--- config.mk ---
export PLATFORM = sky130hd
export DESIGN_NAME = tss_sequencer
export DESIGN_NICKNAME = d
export VERILOG_FILES = /design/src/inc/tss_pkg.sv /design/src/rtl/tss_sync.sv /design/src/rtl/tss_sequencer.sv
export SDC_FILE = /design/constraint.sdc
export NUM_CORES = 1
export LEC_CHECK = 0
export ABC_AREA = 1
export BUFFER_PORTS_ARGS = -buffer_cell sky130_fd_sc_hd__buf_2
export CAP_MARGIN = 10
export CORE_AREA = 2 2 39 41
export CTS_CLUSTER_SIZE = 16
export DETAILED_ROUTE_END_ITERATION = 16
export DIE_AREA = 0 0 41 43
export PLACE_DENSITY = 0.65
export SLEW_MARGIN = 5
export SYNTH_ARGS = -nofsm -noshare
export SYNTH_HDL_FRONTEND = slang
export SYNTH_SLANG_ARGS = --single-unit
--- constraint.sdc ---
create_clock -name clock -period 1.7 [get_ports clock]
set_input_delay 0.17 -clock clock [delete_from_list [all_inputs] [get_ports clock]]
set_output_delay 0.17 -clock clock [all_outputs]
set_load 0.01 [all_outputs]
--- src/inc/tss_pkg.sv ---
// shared constants and types for the three-state sequencer
// assumes a single clock domain and an active-low asynchronous reset
package tss_pkg;

    localparam int unsigned STATE_W = 2;

    typedef enum logic [STATE_W-1:0] {
        TSS_ST_A      = 2'h0,
        TSS_ST_B      = 2'h1,
        TSS_ST_C      = 2'h2,
        TSS_ST_UNUSED = 2'h3
    } tss_state_t;

    // synchroniser depth for every pin input
    localparam int unsigned SYNC_STAGES = 2;

    // bit positions of the pin bundle fed through the synchroniser
    localparam int unsigned PIN_START   = 0;
    localparam int unsigned PIN_HOLD    = 1;
    localparam int unsigned PIN_RESET   = 2;
    localparam int unsigned PIN_PRELOAD = 3;
    localparam int unsigned PIN_OUT_DIS = 4;
    localparam int unsigned PIN_W       = 5;

    // values after the asynchronous reset
    localparam tss_state_t STATE_RST = TSS_ST_A;
    localparam logic       HALT_RST  = 1'b0;
    localparam logic       OE_RST    = 1'b0;

endpackage : tss_pkg

--- src/rtl/tss_sync.sv ---
// two-flop synchroniser for a bundle of independent level inputs
// assumes each bit is a slow level; no bus coherency across bits
`timescale 1ns/10ps
module tss_sync #(
    parameter int unsigned WIDTH = 1
) (
    input  wire logic             clock,
    input  wire logic             arst_n,
    input  wire logic [WIDTH-1:0] async_in,
    output logic      [WIDTH-1:0] sync_out
);

    logic [WIDTH-1:0] meta_q;

    // first stage is read by the second stage only
    always_ff @(posedge clock or negedge arst_n) begin
        if (!arst_n) begin
            meta_q   <= '0;
            sync_out <= '0;
        end else begin
            meta_q   <= async_in;
            sync_out <= meta_q;
        end
    end

endmodule : tss_sync

--- src/rtl/tss_sequencer.sv ---
// three-state sequencer: state register, halt flag and state indicators
// assumes start, hold, reset, preload and output-disable arrive as pins
// Overview of operation
// [RULE1] after initialisation sit in A until start is sampled high
// [RULE2] cycle A to B to C to A, then wait in A for start
// [RULE3] reset high sends the sequencer to A at the next edge
// [RULE4] reset taken in B sets halt until next start into B
// [RULE5] state_b_flag high only in B, state_c_flag only in C
// [RULE6] hold keeps B or C until hold drops or reset rises
// [RULE7] A advances to B only on start high with reset low
// [RULE8] halt cleared on A to B, kept while staying in A
// [RULE9] state in two-bit vector, B is one and C is two
// [RULE10] in B reset beats hold; reset sets halt, else halt zero
// [RULE11] in C stay only on hold without reset; halt zero always
// [RULE12] preload input forces the state register into A
// [RULE13] A is zero; unused code three returns to A next clock
`timescale 1ns/10ps
module tss_sequencer (
    input  wire logic                          clock,
    input  wire logic                          arst_n,
    input  wire logic                          start,
    input  wire logic                          hold,
    input  wire logic                          seq_reset,
    input  wire logic                          preload,
    input  wire logic                          out_dis,
    output logic      [tss_pkg::STATE_W-1:0]   state_bits,
    output logic                               halt_q,
    output logic                               state_b_flag,
    output logic                               state_c_flag,
    output logic                               out_oe
);
    import tss_pkg::*;

    logic [PIN_W-1:0] pins_raw;
    logic [PIN_W-1:0] pins_s;
    logic             start_s;
    logic             hold_s;
    logic             reset_s;
    logic             preload_s;
    logic             out_dis_s;
    tss_state_t       state_q;
    tss_state_t       state_d;
    logic             halt_d;

    // start counts only when no reset is asked for in the same cycle
    function automatic logic start_taken(
        input logic start_lvl,
        input logic reset_lvl
    );
        return start_lvl && !reset_lvl;
    endfunction : start_taken

    assign pins_raw[PIN_START]   = start;
    assign pins_raw[PIN_HOLD]    = hold;
    assign pins_raw[PIN_RESET]   = seq_reset;
    assign pins_raw[PIN_PRELOAD] = preload;
    assign pins_raw[PIN_OUT_DIS] = out_dis;

    // pins come from another party; all go through two flops
    tss_sync #(
        .WIDTH    (PIN_W)
    ) u_sync (
        .clock    (clock),
        .arst_n   (arst_n),
        .async_in (pins_raw),
        .sync_out (pins_s)
    );

    assign start_s   = pins_s[PIN_START];
    assign hold_s    = pins_s[PIN_HOLD];
    assign reset_s   = pins_s[PIN_RESET];
    assign preload_s = pins_s[PIN_PRELOAD];
    assign out_dis_s = pins_s[PIN_OUT_DIS];

    // next state and halt value, one decision per state
    always_comb begin
        state_d = state_q;
        halt_d  = halt_q;
        case (state_q)
            TSS_ST_A: begin
                if (start_taken(start_s, reset_s)) begin // RULE7 RULE2
                    state_d = TSS_ST_B;
                    halt_d  = 1'b0; // RULE8
                end else begin
                    state_d = TSS_ST_A; // RULE1
                    halt_d  = halt_q; // RULE8 RULE4
                end
            end
            TSS_ST_B: begin
                if (reset_s) begin // RULE10 RULE3
                    state_d = TSS_ST_A;
                    halt_d  = 1'b1; // RULE4
                end else if (hold_s) begin // RULE6
                    state_d = TSS_ST_B;
                    halt_d  = 1'b0;
                end else begin
                    state_d = TSS_ST_C; // RULE2
                    halt_d  = 1'b0;
                end
            end
            TSS_ST_C: begin
                if (hold_s && !reset_s) begin // RULE11 RULE6
                    state_d = TSS_ST_C;
                end else begin
                    state_d = TSS_ST_A; // RULE2 RULE3
                end
                halt_d = 1'b0; // RULE11
            end
            default: begin
                // code three is never entered normally; recover to A
                state_d = TSS_ST_A; // RULE13
                halt_d  = halt_q;
            end
        endcase
    end

    // preload wins over the state decision so test can force A
    always_ff @(posedge clock or negedge arst_n) begin
        if (!arst_n) begin
            state_q <= STATE_RST;
        end else if (preload_s) begin
            state_q <= TSS_ST_A; // RULE12
        end else begin
            state_q <= state_d; // RULE9
        end
    end

    // halt is left untouched by preload; it only records a reset in B
    always_ff @(posedge clock or negedge arst_n) begin
        if (!arst_n) begin
            halt_q <= HALT_RST;
        end else if (preload_s) begin
            halt_q <= halt_q;
        end else begin
            halt_q <= halt_d; // RULE4
        end
    end

    always_ff @(posedge clock or negedge arst_n) begin
        if (!arst_n) begin
            out_oe <= OE_RST;
        end else begin
            out_oe <= !out_dis_s;
        end
    end

    assign state_bits   = state_q; // RULE9
    assign state_b_flag = (state_q == TSS_ST_B); // RULE5
    assign state_c_flag = (state_q == TSS_ST_C); // RULE5
endmodule : tss_sequencer

==> results of run 1 <==
worst paths after layout:
check                      slack (ns)  depth (start not counted)                  to              from
min reg2reg                      0.35                          0  u_sync.sync_out[4]  u_sync.meta_q[4]
min in group clock               0.35                          0  u_sync.sync_out[4]  u_sync.meta_q[4]
max reg2reg                      0.82                          5              halt_q     state_bits[0]
min                              0.31                          2    u_sync.meta_q[3]            arst_n
max                              0.51                          3        state_b_flag     state_bits[0]
max in group asynchronous        1.16                          2              out_oe            arst_n
flip-flops by register name, indices dropped and copies added, names as in the netlist:
signal           flops
u_sync.meta_q        5
u_sync.sync_out      5
state_bits           2
halt_q               1
out_oe               1
final cells by class:
cell class	instances	area (sq um)
clock buffers	4	36.28
fillers	140	740.7
multi-input cells	19	90.09
flip-flops and latches	14	350.3
inverters	7	26.28
repair buffers	18	120.1
well taps	16	20.02
where the power goes:
part | internal [W] | switching [W]
registers | 0.000350 | 0.00000898
logic | 0.0000245 | 0.0000243
clock network | 0.000130 | 0.0000994
per-stage QoR:
| step | setup WS, ns | cells |
|---|---|---|
| 2_1_floorplan | 0.7671 | 40 |
| 3_3_place_gp | 0.8285 | 68 |
| 3_5_place_dp | 0.8057 | 68 |
| 4_1_cts | 0.4915 | 78 |
| 5_1_grt | 0.4288 | 78 |
| 6_report | 0.5079 | 78 |
cell families after synthesis:
logic type / count (synthesis)
compound gates: 3
buf+inv: 7
flops: 14
simple gates: 16
routing by layer:
layer | track usage [%] | share of wire (%) | vias up
li1 | - | - | 164
met1 | 11.11 | 52 | 144
met2 | 11.56 | 42 | 11
met3 | 3.141 | 5.1 | 2
met4 | 10.00 | 0.60 | 0
met5 | 0 | 0 | -
cell usage in the layout, fill, tap and decap left out:
cell type and n:
a21oi_1 1, a21oi_2 2, buf_2 12, clkbuf_4 3
clkbuf_8 1, dfrtp_1 14, dlygate4sd3_1 6, inv_1 6
inv_2 1, nand2_1 10, nand4_1 1, nor2_1 3
nor2_2 2
==> reports/metrics.yaml, run 1 <==
timing:
  slew_headroom_pct: 79.81
  whs_ns: 0.3127
  fmax_mhz: 838.8
  setup-violations-final: 0
  rsz0062_at_grt: "no"
  report.final.hold_viol_count: 0
  skew_ns: 0.001792
  fin_crit_sh_pct: 70.13
  setup_tns_ns: 0
  post-route-min-period_ns: 1.192
  slew_viol_final: 0
  worst_pin_slew_ns: 0.3028
logic_synthesis:
  yosysSeqAreaShare_pct: 75.07
  synth_top_area_cell: "dfrtp_1"
  synthesis.nets: 47
  avgSynthCellArea_sq_um: 11.67
  synth-seq-cells: 14
  yosysTopAreaCellShare_pct: 75.07
  ys_types: 9
  synth.area.mux_share_pct: 0
  async_reset_ff_share_pct: 100.0
  yosys-top-cells-area: "dfrtp_1, nand2_1, inv_1"
  synth-compound-area-share_pct: 4.826
  synth_top_family_by_area: "simple AND/OR/NAND/NOR gates"
  yosys.cell_count.top_type: "dfrtp_1"
  synth_ff_type: "dfrtp_1"
  synth-simple-area-share_pct: 14.48
  yosysWarnings: 0
  synth_fa_ha_area_share_pct: 0
  synth-edff-count: 0
  synth_area_sq_um: 466.7
  synth_xor_area_share_pct: 0
  synth_common_cells: "dfrtp_1, nand2_1, inv_1"
  synthCells: 40
power:
  vdd_drop_max_mv: 0.5604
  p_leak_nw: 0.3357
  power_w: 0.0006374
  powerDensity_nw_per_um2: 991.1
critical_path:
  cp_num_buf_inv: 2
  worst_path_max_delay_cell: "dfrtp_1"
  worstPathRequired_ns: 1.53
  worstSetupPathType: "reg -> out"
  cp_max_fo: 6
  start_kind: "flop"
  crit_path_end_kind: "output port"
  crit_chain: "inv_2 > nor2_2 > buf_2"
  cp_top_family: "flip-flops"
  max_stage_delay_ns: 0.44
  cp.arrival_ns: 1.02
floorplan:
  die_h_microns: 43
  die-area_sq_um: 1763
  io-pin-count: 13
  initial_core_util_pct: 33.73
  rows: 14
  core_area_sq_um: 1384
  die_w_microns: 41
global_route:
  grt_pass1_wl_mm: 1.028
  grt-ovfl-total: 0
  grt_max_degree: 15
  gr-usage-all-layers_pct: 9.250
  grt_pass1_vias: 279
  antenna_found_initial: 0
final_layout:
  diodes: 0
  final_area_sq_um: 643.1
  area_growth_pct: 37.80
  fin_util_pct: 46.47
  drive_gt1_share_pct: 33.87
  nNetsFinal: 70
placed_design:
  place.gp.congestion: 0.6058
  post-dp-hpwl_microns: 443.1
  placed_cell_area_sq_um: 546.8
  port_buffers: 12
cts:
  h-tree-depth: 1
  worstSkewPairLatency_ns: 0.27
  cts_hold_buf: 6
  cts_buffers: 3
  cts_setup_buffers: 0
  clk_pin_slew_ns: 0.08
  ctsRootBufferMaster: "clkbuf_4"
  tritoncts: "yes"
  cts_max_path_buffers: 2
  clock_sinks: 14
  ctsResizeCount: 0
routing:
  viasPerCell: 4.115
  drc: 0
  drt_pass1_iterations: 4
  drt_wl_total_microns: 671
  drtAntennaViolNets: 0
  vias: 321
  drtIter0Drc: 8
  drt-wirelength-per-cell_microns: 8.603
run:
  maxCapViolations: 0
status:
  outcome: "finished, final reports clean"
min_path:
  min_path_type: "in -> async"
(Power assumes the default switching activity.)
==> inputs of run 2 (changes only) <==
clock period = 1.1 ns   (was 1.7 ns; I/O delays follow)
==> run 2 against run 1 <==
Non-clock buffer count rose by 5. Global-route usage rose by 1.9 points. Register-to-register slack got worse by 0.80 ns. Worst hold slack got worse by 0.070 ns.
==> reports/metrics.yaml, run 2 (synthesized netlist as in run 1, its figures left out) <==
floorplan:
  die_h_microns: 43
  die-area_sq_um: 1763
  die_w_microns: 41
  initial_core_util_pct: 33.73
  rows: 14
  io-pin-count: 13
  core_area_sq_um: 1384
final_layout:
  diodes: 0
  nNetsFinal: 75
  final_common_cell: "dfrtp_1"
  fill_cells: 120
  drive_gt1_share_pct: 44.78
  area_growth_pct: 49.60
  final_cells: 83
  final_cell_mix: "dfrtp_1, buf_2, nand2_1"
routing:
  vias: 340
  drtAntennaViolNets: 0
  drtIter0Drc: 0
  drt-wirelength-per-cell_microns: 9.398
  drt_pass1_iterations: 1
  drc: 0
  viasPerCell: 4.096
  drt_wl_total_microns: 780
cts:
  h-tree-depth: 1
  worstSkewPairLatency_ns: 0.27
  clock_sinks: 14
  clk_pin_slew_ns: 0.08
  tritoncts: "yes"
  cts_max_path_buffers: 2
  ctsRootBufferMaster: "clkbuf_4"
  cts_buffers: 3
run:
  maxCapViolations: 0
placed_design:
  place_ws_ns: 0.2359
  placed_cells: 68
  place.gp.congestion: 0.6820
  post-dp-hpwl_microns: 447.7
  port_buffers: 12
global_route:
  grt_pass1_vias: 337
  grt_use_met3_pct: 3.141
  met1_usage_pct: 11.42
  gr-usage-all-layers_pct: 11.19
  antenna_found_initial: 0
  top_usage_layer: "met2"
  grt-ovfl-total: 0
  grt_max_degree: 15
  met2_usage_pct: 17.19
  grt_pass1_wl_mm: 1.242
timing:
  slew_headroom_pct: 80.49
  slew_viol_final: 0
  fin_crit_sh_pct: 99.75
  layout_setup_ws_ns: 0.002741
  worst_pin_slew_ns: 0.2926
  skew_ns: 0.0007217
  post-route-min-period_ns: 1.097
  report.final.hold_viol_count: 0
  rsz0062_at_grt: "yes"
  fmax_mhz: 911.4
  setup-violations-final: 0
power:
  vdd_drop_max_mv: 0.6467
  power_w: 0.001005
  p_leak_nw: 0.3587
  powerDensity_nw_per_um2: 1440
critical_path:
  cp_top_family: "flip-flops"
  worstSetupPathType: "reg -> out"
  cp_num_buf_inv: 2
  start_kind: "flop"
  worst_path_max_delay_cell: "dfrtp_2"
  worstPathRequired_ns: 0.99
  crit_chain: "inv_2 > nor2_2 > buf_2"
  cp.arrival_ns: 0.99
  cp_max_fo: 4
  max_stage_delay_ns: 0.42
  crit_path_end_kind: "output port"
status:
  outcome: "finished, final reports clean"
min_path:
  min_path_type: "in -> async"
run 2: changes by cell type in the layout (fill, tap and decap cells not counted):
cell / previous run / this run
dfrtp_1: 14 / 12
inv_2: 1 / 2
buf_4: 0 / 5
inv_1: 6 / 5
a21oi_2: 2 / 3
buf_2: 12 / 11
a21oi_1: 1 / 0
nor2_2: 2 / 1
nor2_4: 0 / 1
buf_6: 0 / 1
dfrtp_2: 0 / 2
run 2: path summary, 6_finish.rpt:
kind	endpoint	depth (start not counted)	from	slack, ns
min in group clock	u_sync.sync_out[4]	0	u_sync.meta_q[4]	0.35
max in group asynchronous	state_bits[0]	2	arst_n	0.61
hold / removal	u_sync.meta_q[3]	2	arst_n	0.24
hold reg to reg	u_sync.sync_out[4]	0	u_sync.meta_q[4]	0.35
setup / recovery	state_c_flag	3	state_bits[1]	0.003
setup reg to reg	halt_q	6	state_bits[0]	0.02
run 2: final cells by class:
class	count	area [sq um]	share of cell area, %
sequential	14	352.8	50.54
timing repair buffer	23	163.9	23.48
multi-input combinational	19	98.84	14.16
clock buffer	4	36.28	5.197
inverter	7	26.28	3.763
tap	16	20.02	2.867
run 2: metrics by stage:
step	util [%]	hold WS (ns)	area, sq um	setup TNS [ns]
after floorplan	-	-0.1856	466.7	0
after global placement	39.51	0.01586	546.8	0
after detailed placement	39.51	0.01258	546.8	0
after CTS	48.19	0.2347	666.9	-0.03463
after global routing	50.45	0.2690	698.2	-0.1160
final	50.45	0.2431	698.2	0
run 2: power breakdown:
part	internal, W	leakage (nW)	switching [W]
sequential	0.000541	0.166	0.0000139
combinational	0.0000472	0.172	0.0000418
clock	0.000201	0.0210	0.000160
run 2: timing repair:
item,4_1_cts,5_1_grt
pin swaps,1,1
setup endpoints to repair,2,3
hold endpoints to repair,19,0
resized for setup,2,4
hold buffers,6,0
setup buffers,3,2
run 2: worst register-to-register path: cells and delay by family, from the launching register on:
family                 cells  cell delay (ns)
AO/OA/AOI/OAI              1             0.12
buffers and inverters      2             0.27
flip-flops                 1             0.44
AND/OR/NAND/NOR            3             0.16
run 2: metal layers:
metal,routed length [microns],share of wire [%]
met1,344,44
met5,0,0
met2,397,51
met3,37,4.7
met4,0,0
